[config.mk]
export PLATFORM = sky130hd
export DESIGN_NAME = mrs_ctrl
export DESIGN_NICKNAME = d
export VERILOG_FILES = /design/src/hw/mrs_pkg.sv /design/src/hw/mrs_div_if.sv /design/src/hw/mrs_div.sv /design/src/hw/mrs_ctrl.sv
export SDC_FILE = /design/constraint.sdc
export NUM_CORES = 2
export LEC_CHECK = 0
export BUFFER_PORTS_ARGS = -buffer_cell sky130_fd_sc_hd__buf_2
export CAP_MARGIN = 20
export CORE_ASPECT_RATIO = 1.2
export CORE_MARGIN = 8
export CORE_UTILIZATION = 50
export CTS_CLUSTER_DIAMETER = 150
export DETAILED_ROUTE_END_ITERATION = 6
export PLACE_DENSITY_LB_ADDON = 0.1
export RECOVER_POWER = 100
export SYNTH_ARGS = -nofsm -noshare
export SYNTH_HDL_FRONTEND = slang
export SYNTH_SLANG_ARGS = --single-unit
[constraint.sdc]
create_clock -name clk_in -period 12.4 [get_ports clk_in]
set_clock_uncertainty 0.05 [all_clocks]
set_input_delay 0 -clock clk_in [delete_from_list [all_inputs] [get_ports clk_in]]
set_output_delay 0 -clock clk_in [all_outputs]
set_load 0.005 [all_outputs]
[src/hw/mrs_pkg.sv]
/*
  Constants, types and helpers of the motor ramp and stop controller.
  Assumes a 100 MHz control clock and an APB register bus of 32-bit words.
*/
// Behaviour
// - stop ramps down (00) or coasts (01)
// - restart after coast from 0 Hz or match
// - matched frequency below threshold restarts from zero
// - wait retry time after coast before restart
// - stop-key permission gates stop and trip reset
// - permission ignored when keypad is run source
// - accel time sets slope zero to maximum
// - decel time sets slope maximum to zero
// - ramp bypass makes output follow command immediately
// - two terminals pick one of three sets
// - ramp-time source picks keypad, boards or program
// - base frequency from 30 Hz to maximum
// - regulation holds output at selected motor voltage
// - regulation on, off, or off while decelerating
// - run source 02 means keypad commands
package mrs_pkg;
  // ----------------------------------------------------------------
  // Timing
  // ----------------------------------------------------------------
  localparam int CLK_NS = 10;
  localparam int TICK_NS = 10_000_000;
  localparam int TICK_CYCLES = TICK_NS / CLK_NS;
  localparam int WAIT_UNIT_NS = 100_000_000;
  localparam int WAIT_TICKS = WAIT_UNIT_NS / TICK_NS;
  // ----------------------------------------------------------------
  // Register offsets (byte addresses)
  // ----------------------------------------------------------------
  localparam logic [7:0] OFF_CTRL = 8'h00;
  localparam logic [7:0] OFF_THR = 8'h04;
  localparam logic [7:0] OFF_WAIT = 8'h08;
  localparam logic [7:0] OFF_FMAX = 8'h0C;
  localparam logic [7:0] OFF_ACC0 = 8'h10;
  localparam logic [7:0] OFF_DEC0 = 8'h1C;
  localparam logic [7:0] OFF_BASE0 = 8'h28;
  localparam logic [7:0] OFF_STAT = 8'h34;
  localparam logic [7:0] OFF_FOUT = 8'h38;
  localparam logic [7:0] OFF_VOUT = 8'h3C;
  // ----------------------------------------------------------------
  // Control register fields
  // ----------------------------------------------------------------
  localparam int F_SMS = 0;
  localparam int F_RAC = 2;
  localparam int F_SKP = 4;
  localparam int F_RCS = 6;
  localparam int F_RTS = 9;
  localparam int F_VRM = 11;
  localparam int F_MVL = 13;
  localparam logic [1:0] STOP_COAST = 2'h1;
  localparam logic [1:0] RESTART_MATCH = 2'h1;
  localparam logic [1:0] KEY_ALL = 2'h0;
  localparam logic [1:0] KEY_NONE = 2'h1;
  localparam logic [1:0] KEY_RESET = 2'h2;
  localparam logic [2:0] SRC_KEYPAD = 3'h2;
  localparam logic [2:0] SRC_LAST = 3'h5;
  localparam logic [1:0] RTS_KEYPAD = 2'h0;
  localparam logic [1:0] VR_ON = 2'h0;
  localparam logic [1:0] VR_NODEC = 2'h2;
  localparam logic [2:0] MVL_LAST = 3'h5;
  // ----------------------------------------------------------------
  // Limits (frequency 0.01 Hz, ramp time 0.01 s, wait 0.1 s) and resets
  // ----------------------------------------------------------------
  localparam logic [15:0] THR_MAX = 16'h9C40;
  localparam logic [9:0] WAIT_MIN = 10'h003;
  localparam logic [9:0] WAIT_MAX = 10'h3E8;
  localparam logic [19:0] TIME_MIN = 20'h00001;
  localparam logic [19:0] TIME_MAX = 20'h57E40;
  localparam logic [15:0] FREQ_MIN = 16'h0BB8;
  localparam logic [15:0] FREQ_MAX = 16'h9C40;
  localparam logic [15:0] RST_CTRL = 16'h0040;
  localparam logic [9:0] RST_WAIT = 10'h00A;
  localparam logic [15:0] RST_FREQ = 16'h1770;
  localparam logic [19:0] RST_TIME = 20'h00BB8;

  typedef enum logic [2:0] {ST_STOP, ST_RUN, ST_DECEL, ST_COAST, ST_WAIT} mrs_state_e;

  // Motor voltage levels in volts; unused codes fall back to the lowest.
  function automatic logic [9:0] mrs_volt(input logic [2:0] i);
    case (i)
      3'h1: mrs_volt = 10'h190;
      3'h2: mrs_volt = 10'h19F;
      3'h3: mrs_volt = 10'h1B8;
      3'h4: mrs_volt = 10'h1CC;
      3'h5: mrs_volt = 10'h1E0;
      default: mrs_volt = 10'h17C;
    endcase
  endfunction
endpackage

[src/hw/mrs_div_if.sv]
/*
  Handshake between the controller and its ramp-step divider.
  Assumes both ends share one clock; start is a one-cycle pulse.
*/
interface mrs_div_if #(parameter int DW = 24, parameter int VW = 20);
  logic start;
  logic [DW-1:0] dividend;
  logic [VW-1:0] divisor;
  logic busy;
  logic done;
  logic [DW-1:0] quotient;
  modport master(output start, dividend, divisor, input busy, done, quotient);
  modport slave(input start, dividend, divisor, output busy, done, quotient);
endinterface

[src/hw/mrs_div.sv]
/*
  Sequential restoring divider producing the per-tick ramp step.
  Assumes start comes only while not busy and the divisor is never zero.
*/
module mrs_div #(
  parameter int DW = 24,
  parameter int VW = 20
) (
  // Clock and reset.
  input wire logic clk_in,
  input wire logic srst_in,
  // Request and answer.
  mrs_div_if.slave div
);
  typedef struct packed {
    logic busy;
    logic done;
    logic [5:0] cnt;
    logic [VW-1:0] dvs;
    logic [VW-1:0] rem;
    logic [DW-1:0] quo;
    logic [DW-1:0] res;
  } mrs_div_s;

  mrs_div_s r;
  mrs_div_s next_r;

  if (DW > 63 || VW > DW || DW < 2) begin : g_bad
    $error("mrs_div: unsupported widths");
  end

  // One quotient bit per cycle; a slow divider is cheap and steps change rarely.
  always_comb begin
    logic [VW:0] rs;
    rs = '0;
    next_r = r;
    next_r.done = 1'b0;
    if (!r.busy) begin
      if (div.start) begin
        next_r.busy = 1'b1;
        next_r.cnt = 6'(DW);
        next_r.dvs = div.divisor;
        next_r.rem = '0;
        next_r.quo = div.dividend;
      end
    end else begin
      rs = {r.rem, r.quo[DW-1]};
      next_r.quo = {r.quo[DW-2:0], 1'b0};
      if (rs >= {1'b0, r.dvs}) begin
        rs = rs - {1'b0, r.dvs};
        next_r.quo[0] = 1'b1;
      end
      next_r.rem = rs[VW-1:0];
      next_r.cnt = r.cnt - 6'd1;
      if (r.cnt == 6'd1) begin
        next_r.busy = 1'b0;
        next_r.done = 1'b1;
        next_r.res = next_r.quo;
      end
    end
  end

  // State register.
  always_ff @(posedge clk_in) begin
    if (srst_in) begin
      r <= '0;
    end else begin
      r <= next_r;
    end
  end

  assign div.busy = r.busy;
  assign div.done = r.done;
  assign div.quotient = r.res;
endmodule

[src/hw/mrs_ctrl.sv]
/*
  Run/stop sequencing, ramp generator and voltage reference of a motor drive.
  Assumes synchronous inputs, an APB master and 0.01 Hz frequency units.
*/
// The placing of the registers and the APB interface to the registers are this design's own decisions.
module mrs_ctrl
  import mrs_pkg::*;
#(
  parameter int TICK = mrs_pkg::TICK_CYCLES
) (
  // Clock and reset.
  input wire logic clk_in,
  input wire logic srst_in,
  // APB slave.
  input wire logic psel_in,
  input wire logic penable_in,
  input wire logic pwrite_in,
  input wire logic [7:0] paddr_in,
  input wire logic [31:0] pwdata_in,
  output logic [31:0] prdata_out,
  output logic pready_out,
  output logic pslverr_out,
  // Run commands.
  input wire logic run_level_in,
  input wire logic keypad_run_key_in,
  input wire logic keypad_stop_key_in,
  // Terminals.
  input wire logic set_select_in,
  input wire logic third_bank_select_in,
  input wire logic ramp_bypass_in,
  // Frequency and voltage sources.
  input wire logic [15:0] freq_command_in,
  input wire logic [15:0] matched_freq_in,
  input wire logic [2:0][19:0] ext_accel_in,
  input wire logic [2:0][19:0] ext_decel_in,
  input wire logic [9:0] supply_volt_in,
  // Drive outputs.
  output logic [15:0] output_freq_out,
  output logic drive_enable_out,
  output logic [9:0] voltage_ref_out,
  output logic regulation_active_out,
  output logic decelerating_out,
  output logic trip_reset_out
);
  import mrs_pkg::*;

  if (TICK < 2 || TICK >= (1 << 20)) begin : g_bad
    $error("mrs_ctrl: tick count out of range");
  end

  typedef struct packed {
    logic [15:0] ctrl;
    logic [15:0] thr;
    logic [9:0] wait_t;
    logic [15:0] fmax;
    logic [2:0][19:0] acc_t;
    logic [2:0][19:0] dec_t;
    logic [2:0][15:0] base;
    mrs_state_e state;
    logic [23:0] acc;
    logic [19:0] tcnt;
    logic [13:0] wcnt;
    logic [23:0] up;
    logic [23:0] dn;
    logic dsel;
    logic dstart;
    logic run_prev;
    logic pready;
    logic pslverr;
    logic [31:0] prdata;
    logic trip_rst;
    logic drv;
    logic dec;
    logic reg_act;
    logic [15:0] fout;
    logic [9:0] vref;
  } mrs_ctrl_s;

  mrs_ctrl_s r;
  mrs_ctrl_s next_r;
  mrs_div_if #(.DW(24), .VW(20)) dv();

  mrs_div #(.DW(24), .VW(20)) u_div (
    .clk_in(clk_in),
    .srst_in(srst_in),
    .div(dv.slave)
  );

  // ----------------------------------------------------------------
  // Helpers
  // ----------------------------------------------------------------
  // Word index of a mapped register, or all ones when unmapped.
  function automatic logic [5:0] reg_sel(input logic [7:0] a);
    reg_sel = (a[1:0] == 2'h0 && a <= OFF_VOUT) ? a[7:2] : 6'h3F;
  endfunction

  // Moves the accumulator one step toward the target and never past it.
  function automatic logic [23:0] step_to(input logic [23:0] a, input logic [23:0] t,
                                          input logic [23:0] u, input logic [23:0] d);
    logic [24:0] s;
    s = {1'b0, a} + {1'b0, u};
    if (a < t) begin
      step_to = (s >= {1'b0, t}) ? t : s[23:0];
    end else begin
      step_to = (a - t > d) ? a - d : t;
    end
  endfunction

  logic [1:0] set_idx;
  logic [1:0] rts;
  logic [19:0] accel_t;
  logic [19:0] decel_t;
  logic [15:0] target;
  logic [23:0] tgt_acc;
  logic [15:0] restart_f;
  logic key_src;
  logic start_req;
  logic stop_req;
  logic reset_ok;
  logic tick;
  logic setup;
  logic wr_go;
  logic bad;
  logic [5:0] sel;
  logic [31:0] rd_val;
  logic [23:0] dq;

  // Set selection gives the third set priority when both terminals are on.
  assign set_idx = third_bank_select_in ? 2'd2 : (set_select_in ? 2'd1 : 2'd0);
  assign rts = r.ctrl[F_RTS+:2];
  // External time sources are forced to at least one unit so the divider never sees zero.
  assign accel_t = (rts == RTS_KEYPAD) ? r.acc_t[set_idx] :
                   ((ext_accel_in[2'(rts - 2'd1)] == 20'h0) ? TIME_MIN : ext_accel_in[2'(rts - 2'd1)]);
  assign decel_t = (rts == RTS_KEYPAD) ? r.dec_t[set_idx] :
                   ((ext_decel_in[2'(rts - 2'd1)] == 20'h0) ? TIME_MIN : ext_decel_in[2'(rts - 2'd1)]);
  assign target = (freq_command_in > r.fmax) ? r.fmax : freq_command_in;
  assign tgt_acc = {target, 8'h00};
  assign restart_f = (r.ctrl[F_RAC+:2] == RESTART_MATCH && matched_freq_in >= r.thr) ?
                     matched_freq_in : 16'h0000;

  // Keypad source takes key pulses; others take edges of the run level.
  assign key_src = r.ctrl[F_RCS+:3] == SRC_KEYPAD;
  assign start_req = key_src ? keypad_run_key_in : (run_level_in & ~r.run_prev);
  assign stop_req = key_src ? keypad_stop_key_in :
                    ((~run_level_in & r.run_prev) |
                     (keypad_stop_key_in & r.ctrl[F_SKP+:2] == KEY_ALL));
  assign reset_ok = keypad_stop_key_in & (key_src | r.ctrl[F_SKP+:2] != KEY_NONE);
  assign tick = r.tcnt == 20'(TICK - 1);

  // Steps are in 1/256 of 0.01 Hz per tick; zero would freeze the ramp.
  assign dq = (dv.quotient == 24'h0) ? 24'h000001 : dv.quotient;
  assign dv.start = r.dstart;
  assign dv.dividend = {r.fmax, 8'h00};
  assign dv.divisor = r.dsel ? decel_t : accel_t;

  // ----------------------------------------------------------------
  // APB decode, validation and read data
  // ----------------------------------------------------------------
  assign setup = psel_in & ~penable_in;
  assign wr_go = psel_in & penable_in & r.pready & pwrite_in & ~r.pslverr;
  assign sel = reg_sel(paddr_in);

  // Writes out of range are refused with an error and change nothing.
  always_comb begin
    logic [15:0] c;
    c = pwdata_in[15:0];
    bad = 1'b0;
    rd_val = 32'h0000_0000;
    case (sel)
      OFF_CTRL[7:2]: begin
        rd_val = {16'h0000, r.ctrl};
        bad = pwrite_in & (c[F_SMS+:2] > STOP_COAST || c[F_RAC+:2] > RESTART_MATCH ||
              c[F_SKP+:2] > KEY_RESET || c[F_RCS+:3] == 3'h0 || c[F_RCS+:3] > SRC_LAST ||
              c[F_VRM+:2] > VR_NODEC || c[F_MVL+:3] > MVL_LAST || pwdata_in[31:16] != 16'h0000);
      end
      OFF_THR[7:2]: begin
        rd_val = {16'h0000, r.thr};
        bad = pwrite_in & (pwdata_in > {16'h0000, THR_MAX});
      end
      OFF_WAIT[7:2]: begin
        rd_val = {22'h000000, r.wait_t};
        bad = pwrite_in & (pwdata_in < {22'h0, WAIT_MIN} || pwdata_in > {22'h0, WAIT_MAX});
      end
      OFF_FMAX[7:2]: begin
        rd_val = {16'h0000, r.fmax};
        bad = pwrite_in & (pwdata_in < {16'h0, FREQ_MIN} || pwdata_in > {16'h0, FREQ_MAX});
      end
      OFF_STAT[7:2]: begin
        rd_val = {27'h0000000, r.dec, r.drv, 3'(r.state)};
        bad = pwrite_in;
      end
      OFF_FOUT[7:2]: begin
        rd_val = {16'h0000, r.fout};
        bad = pwrite_in;
      end
      OFF_VOUT[7:2]: begin
        rd_val = {21'h000000, r.reg_act, r.vref};
        bad = pwrite_in;
      end
      default: begin
        bad = 1'b1;
        for (int i = 0; i < 3; i++) begin
          if (sel == 6'(OFF_ACC0[7:2] + 6'(i)) || sel == 6'(OFF_DEC0[7:2] + 6'(i))) begin
            rd_val = {12'h000, (sel < OFF_DEC0[7:2]) ? r.acc_t[i] : r.dec_t[i]};
            bad = pwrite_in & (pwdata_in < {12'h0, TIME_MIN} || pwdata_in > {12'h0, TIME_MAX});
          end
          if (sel == 6'(OFF_BASE0[7:2] + 6'(i))) begin
            rd_val = {16'h0000, r.base[i]};
            bad = pwrite_in & (pwdata_in < {16'h0, FREQ_MIN} || pwdata_in > {16'h0, r.fmax});
          end
        end
      end
    endcase
  end

  // ----------------------------------------------------------------
  // Next state
  // ----------------------------------------------------------------
  always_comb begin
    next_r = r;
    next_r.dstart = 1'b0;
    next_r.pready = setup;
    next_r.pslverr = setup & bad;
    next_r.trip_rst = reset_ok;
    next_r.run_prev = run_level_in;
    next_r.tcnt = tick ? 20'h0 : r.tcnt + 20'h1;
    if (setup) begin
      next_r.prdata = rd_val;
    end
    // The divider alternates between the accel and decel step.
    if (dv.done) begin
      if (r.dsel) begin
        next_r.dn = dq;
      end else begin
        next_r.up = dq;
      end
      next_r.dsel = ~r.dsel;
    end else if (!dv.busy && !r.dstart) begin
      next_r.dstart = 1'b1;
    end
    if (wr_go) begin
      case (sel)
        OFF_CTRL[7:2]: next_r.ctrl = pwdata_in[15:0];
        OFF_THR[7:2]: next_r.thr = pwdata_in[15:0];
        OFF_WAIT[7:2]: next_r.wait_t = pwdata_in[9:0];
        OFF_FMAX[7:2]: next_r.fmax = pwdata_in[15:0];
        default: begin
          for (int i = 0; i < 3; i++) begin
            if (sel == 6'(OFF_ACC0[7:2] + 6'(i))) next_r.acc_t[i] = pwdata_in[19:0];
            if (sel == 6'(OFF_DEC0[7:2] + 6'(i))) next_r.dec_t[i] = pwdata_in[19:0];
            if (sel == 6'(OFF_BASE0[7:2] + 6'(i))) next_r.base[i] = pwdata_in[15:0];
          end
        end
      endcase
    end
    case (r.state)
      ST_STOP: begin
        next_r.acc = 24'h0;
        if (start_req) next_r.state = ST_RUN;
      end
      ST_RUN: begin
        if (stop_req) begin
          if (r.ctrl[F_SMS+:2] == STOP_COAST) begin
            next_r.state = ST_COAST;
            next_r.acc = 24'h0;
          end else begin
            next_r.state = ST_DECEL;
          end
        end else if (ramp_bypass_in) begin
          next_r.acc = tgt_acc;
        end else if (tick) begin
          next_r.acc = step_to(r.acc, tgt_acc, r.up, r.dn);
        end
      end
      ST_DECEL: begin
        if (start_req) begin
          next_r.state = ST_RUN;
        end else if (r.acc == 24'h0) begin
          next_r.state = ST_STOP;
        end else if (ramp_bypass_in) begin
          next_r.acc = 24'h0;
        end else if (tick) begin
          next_r.acc = step_to(r.acc, 24'h0, r.up, r.dn);
        end
      end
      ST_COAST: begin
        if (start_req) begin
          next_r.state = ST_WAIT;
          next_r.wcnt = 14'(r.wait_t * WAIT_TICKS);
        end
      end
      ST_WAIT: begin
        if (stop_req) begin
          next_r.state = ST_COAST;
        end else if (tick) begin
          if (r.wcnt == 14'h0) begin
            next_r.state = ST_RUN;
            next_r.acc = {restart_f, 8'h00};
          end else begin
            next_r.wcnt = r.wcnt - 14'h1;
          end
        end
      end
      default: begin
        next_r.state = ST_STOP;
        next_r.acc = 24'h0;
      end
    endcase
    next_r.fout = next_r.acc[23:8];
    next_r.drv = next_r.state == ST_RUN || next_r.state == ST_DECEL;
    next_r.dec = next_r.state == ST_DECEL || (next_r.state == ST_RUN && next_r.acc > tgt_acc);
    // Regulation off during deceleration shortens it by burning energy in the motor.
    next_r.reg_act = r.ctrl[F_VRM+:2] == VR_ON ||
                     (r.ctrl[F_VRM+:2] == VR_NODEC && !next_r.dec);
    next_r.vref = next_r.reg_act ? mrs_volt(r.ctrl[F_MVL+:3]) : supply_volt_in;
  end

  // State register.
  always_ff @(posedge clk_in) begin
    if (srst_in) begin
      r <= '0;
      r.ctrl <= RST_CTRL;
      r.wait_t <= RST_WAIT;
      r.fmax <= RST_FREQ;
      r.acc_t <= {3{RST_TIME}};
      r.dec_t <= {3{RST_TIME}};
      r.base <= {3{RST_FREQ}};
      r.state <= ST_STOP;
    end else begin
      r <= next_r;
    end
  end

  assign prdata_out = r.prdata;
  assign pready_out = r.pready;
  assign pslverr_out = r.pslverr;
  assign output_freq_out = r.fout;
  assign drive_enable_out = r.drv;
  assign voltage_ref_out = r.vref;
  assign regulation_active_out = r.reg_act;
  assign decelerating_out = r.dec;
  assign trip_reset_out = r.trip_rst;
endmodule

# After elaboration in Yosys (flattened, before gate mapping)
# Index checks and enable logic that the tools add are counted.
[totals] out_inout_bits=64 reg_bits=498 inputBits=213
[op_classes] n_mux=80 reduce_logical=63 n_eq_ne=37 order_cmp=27 mul=1 add_sub_neg=8 n_bitwise=25
[ops] operator="$mux W24" n=16
[ops] operator="$mux W20" n=14
[ops] operator="$pmux W32 S7" n=1
[ops] operator="$bmux W20 S2" n=4
[ops] operator="$mux W32" n=5
[ops] operator="$pmux W24 S4" n=1
[ops] operator="$gt A24 B24 Y1" n=3
[ops] operator="$mux W70" n=1
[ops] operator="$mux W14" n=4
[ops] operator="$mux W27" n=2
[ops] operator="$eq A6 B4 Y1 const B" n=8
[ops] operator="$logic_not A24 Y1" n=2
[ops] operator="$sub A24 B24 Y24" n=2
[ops] operator="$mux W44" n=1
[ops] operator="$logic_not A20 Y1" n=2
[ops] operator="$pmux W8 S5" n=1
[ops] operator="$gt A32 B10 Y1 const B" n=1
[ops] operator="$gt A32 B16 Y1" n=1
[ops] operator="$gt A32 B16 Y1 const B" n=1
[ops] operator="$gt A32 B19 Y1 const B" n=1
[ops] operator="$lt A32 B1 Y1 const B" n=1
[ops] operator="$lt A32 B12 Y1 const B" n=1
[ops] operator="$lt A32 B2 Y1 const B" n=1
[ops] operator="$mux W16" n=2
[ops] operator="other kinds (57)" n=165

# Longest topological paths before layout
[logic_depth] word_depth=17 mapped_depth=48 ltp_nobuf=45

# By module
# A second synthesis with hierarchy kept.
[hier_totals] hier_cells=4098 area_unflattened_um2=31019.8
[by_module_without_submodules] mod="mrs_ctrl" seq_area_each_um2=7487.2 n_inst=1 area_each_um2=25946.1 cells_each=3457
[by_module_without_submodules] mod="mrs_div" seq_area_each_um2=1921.8 n_inst=1 area_each_um2=5073.6 cells_each=641

# Least setup slack after synthesis
# No wires, ideal clock.
[synth_path] path_kind="reg-to-reg" start="reg r, in the netlist dv.dividend[17]" end="reg r, in the netlist voltage_ref_out[7]" required_time_ns=12.278 n_path_buf=4 period_less_slack_ns=9.317 slack_ns=3.083 arrival_time_ns=9.196 path_stages_with_launch=49 cell_sequence="dfxtp_1 > inv_1 > ha_1 > a21o_1 > a21o_1 > a2111oi_0 > nor3_1 > o211ai_1 > a21o_1 > clkbuf_1 > clkbuf_1 > a21oi_1 > ha_1 > nor2b_1 > o21ai_0 > a21boi_0 > o21ai_0 > a21boi_0 > [... 13 more ...] > nor2_1 > a21oi_1 > nand2b_1 > a31o_2 > ha_1 > nor2b_1 > o21a_1 > o21a_1 > o21a_1 > o21a_1 > o21ai_0 > a21oi_1 > a2111oi_0 > a2111o_1 > buf_6 > and2_4 > buf_6 > mux2i_1"
[synth_lines] item="start: declaration" line_no="mrs_ctrl.sv:79" source="mrs_ctrl_s r;"
[synth_lines] item="start signal: assignment" line_no="mrs_ctrl.sv:330" source="r <= next_r;"

==> results.yml <==
outcome:
  run_status: "finished with violations"
  failed_checks: "DRC, capacitance limit, slew limit"
timing:
  maxSlewHeadroom_pct: -183
  setup_viol: 0
  period_minus_slack_ns: 11.15
  fin_ws_ns: 1.25
  slew_violations: 216
  tightest_slew_ns: 4.24
  rsz0062_at_grt: "false"
  final.period_utilization_pct: 89.9
  hold_viol_final: 0
  final.setup.tns_ns: 0
  max_freq_ghz: 0.0897
route:
  drc_errors: 3
  detail_route.iter0.violations: 3330
  ant_nets: 0
  first_pass_iters: 7
  viasPerCell: 6.19
  wl_per_cell_um: 25.4
  wl_um: 128000
  vias: 31200
logic_synthesis:
  netlist_area_um2: 30500
  yosysUniqueCellTypes: 91
  synth_seq_area_share_pct: 30.9
  synthesis.instances: 4029
  synthFlopType: "dfxtp_1"
  netlist_top_cells_count: "795 x nand2_1, 486 x a21oi_1, 470 x dfxtp_1, 310 x nor2_1, 225 x clkbuf_1"
  synth.largest_area_cell: "dfxtp_1"
  synth.top_cells.by_area: "dfxtp_1 31%, nand2_1 9.8%, ha_1 8.2%, a21oi_1 8.0%, mux2i_1 4.9%"
  ys_warn_count: 0
  synth_seq_cells: 470
  synth.avg_cell_area_um2: 7.57
  synth_top_area_share_pct: 30.9
  synth_most_common_cell: "nand2_1"
  synthArstFlopShare_pct: 0
  synth_edf_count: 0
global_route:
  met3_usage_pct: 6.75
  met2_usage_pct: 57.0
  use_met1_pct: 43.3
  grt_max_degree: 187
  grt_usage_pct: 35.6
  grt.busiest_layer: "met2"
  grt_remaining_overflow: 0
  antenna_found_initial: 5
  grt_pass1_wl_um: 187000
  grt_pass1_vias: 29400
cts:
  tritoncts: "yes"
  cts-root-buf: "clkbuf_16"
  cts.sinks: 470
  numCtsBuffers: 52
  cts_resized: 0
  htreeDepth: 2
  cts_buffer_depth: 3
  clk_pin_slew_ns: 0.07
  insertion_delay_ns: 0.63
final_layout:
  final_nets: 4604
  multi_input_area_um2: 19300
  drive_gt1_share_pct: 11.0
  syn_to_final_growth_pct: 13.0
  regArea_um2: 9410
  stdcell_count: 5039
  fill_cells: 5876
die:
  die_area_um2: 69200
  die_y_um: 287
  start_util_pct: 50.3
  rows: 99
  core_area_um2: 60600
  die_w_um: 241
  io_pins: 277
setup_path:
  cp-end-kind: "flip-flop"
  r2r_start: "dv.dividend[17]"
  reg2reg_slack_ns: 1.25
  reg2reg_depth: 43
  rr_endpoint: "voltage_ref_out[7]"
  worstSetupPathType: "reg -> reg"
  crit_family: "compound AO/OA/AOI/OAI gates"
  critPathLaunchType: "flip-flop"
  cp_max_fo: 9
  critPathRequiredTime_ns: 12.87
  critPathSlowestCell: "a2111oi_0"
  cpPeakStageDelay_ns: 0.70
  cp.arrival_ns: 11.62
  cp_num_buf_inv: 1
placed_design:
  place_inst: 4874
  dpl_worst_slack_ns: 1.60
  dp_hpwl_um: 93900
  port_buffers: 264
  gp_congestion: 1.03
power:
  p_leak_nw: 13.7
  p_per_area_nw_per_um2: 122
  peakVddDrop_mv: 0.103
  power_w: 0.00420
flow_run:
  drv_cap: 4
min_path:
  hold_path.class: "in -> reg"
  worstHoldPathCells: 4
  worstHoldStart: "ext_accel_in[33]"
  holdPathEnd: "u_div.r[81]"
## final cells by class
type | instances | area share (%)
clock inverter | 28 | 0.835
multi-input combinational | 3121 | 56.0
inverter | 140 | 1.53
clock buffer | 69 | 4.34
sequential | 470 | 27.3
tap | 808 | 2.93
timing repair buffer | 400 | 7.00
antenna | 3 | 0.0218
## flip-flops by register name, summed over array words and instances (netlist names), 10 cells and up
register,flops
dv.dividend,16
u_div.div.quotient,24
prdata_out,20
u_div.r,70
r,321
voltage_ref_out,10
## through the flow
stage | cell area [um^2] | hold WS, ns | utilization [%]
final | 34400 | 0.0467 | 56.9
after global placement | 32100 | 0.212 | 53.0
after floorplan | 30500 | 0.0674 | -
after CTS | 34600 | 0.0120 | 57.0
after global routing | 34400 | 0.0250 | 56.9
after detailed placement | 32100 | 0.228 | 53.0
## cells by family after synthesis
kind of cell / after synthesis / synth area share [%]
adders and majority gates: 206 / 8.58
AOI/OAI and AO/OA: 1073 / 21.9
muxes: 185 / 7.26
DFF: 470 / 30.9
xor gates and xnor gates: 83 / 2.38
other: 1 / 0.0123
and+or+nand+nor: 1562 / 22.7
buffers and inverters: 449 / 6.29
## where the power goes
part / internal (W) / switching (W) / leakage [nW]
logic: 0.000403 / 0.000577 / 8.98
clock network: 0.000936 / 0.000698 / 0.892
registers: 0.00155 / 0.0000371 / 3.80
total: 0.00288 / 0.00131 / 13.7
## placed cells by master (no fill, tap or decap), types with 113 or more instances in the layout
master	instances
a21oi_1	485
buf_2	229
dfxtp_1	469
ha_1	200
inv_1	139
mux2i_1	148
nand2_1	795
nand3_1	113
nor2_1	310
o21ai_0	164
## worst reg2reg max path: cells and delay by family (launching register included)
| family | cells | cell delay, ns |
|---|---|---|
| buf+inv | 1 | 0.12 |
| compound gates | 26 | 6.74 |
| flops | 1 | 0.39 |
| xor+xnor | 1 | 0.17 |
| simple gates | 10 | 2.12 |
| mux | 1 | 0.21 |
| fa+ha+maj | 4 | 1.23 |
## what timing repair did
action                                  4_1_cts  5_1_grt
hold buffers                                 64        0
endpoints found under the setup margin        0        0
setup buffers                                 0        0
hold endpoints to repair                    299        0
## worst max path at each step
stage / slack, ns / to / cells after the start / start
2_1_floorplan: 3.08 / voltage_ref_out[7] / 48 / dv.dividend[17]
3_3_place_gp: 1.75 / voltage_ref_out[9] / 45 / dv.dividend[17]
3_5_place_dp: 1.60 / voltage_ref_out[9] / 45 / dv.dividend[17]
4_1_cts: 1.53 / voltage_ref_out[9] / 45 / dv.dividend[17]
5_1_grt: 0.08 / voltage_ref_out[7] / 44 / dv.dividend[17]
6_report: 1.25 / voltage_ref_out[7] / 43 / dv.dividend[17]
## layer usage
layer / wire length, um / up-vias
li1: - / 14500
met1: 49100 / 14700
met2: 58400 / 1559
met3: 11100 / 381
met4: 9370 / 6
met5: 35 / -
Power figures use the tool's default switching activity.
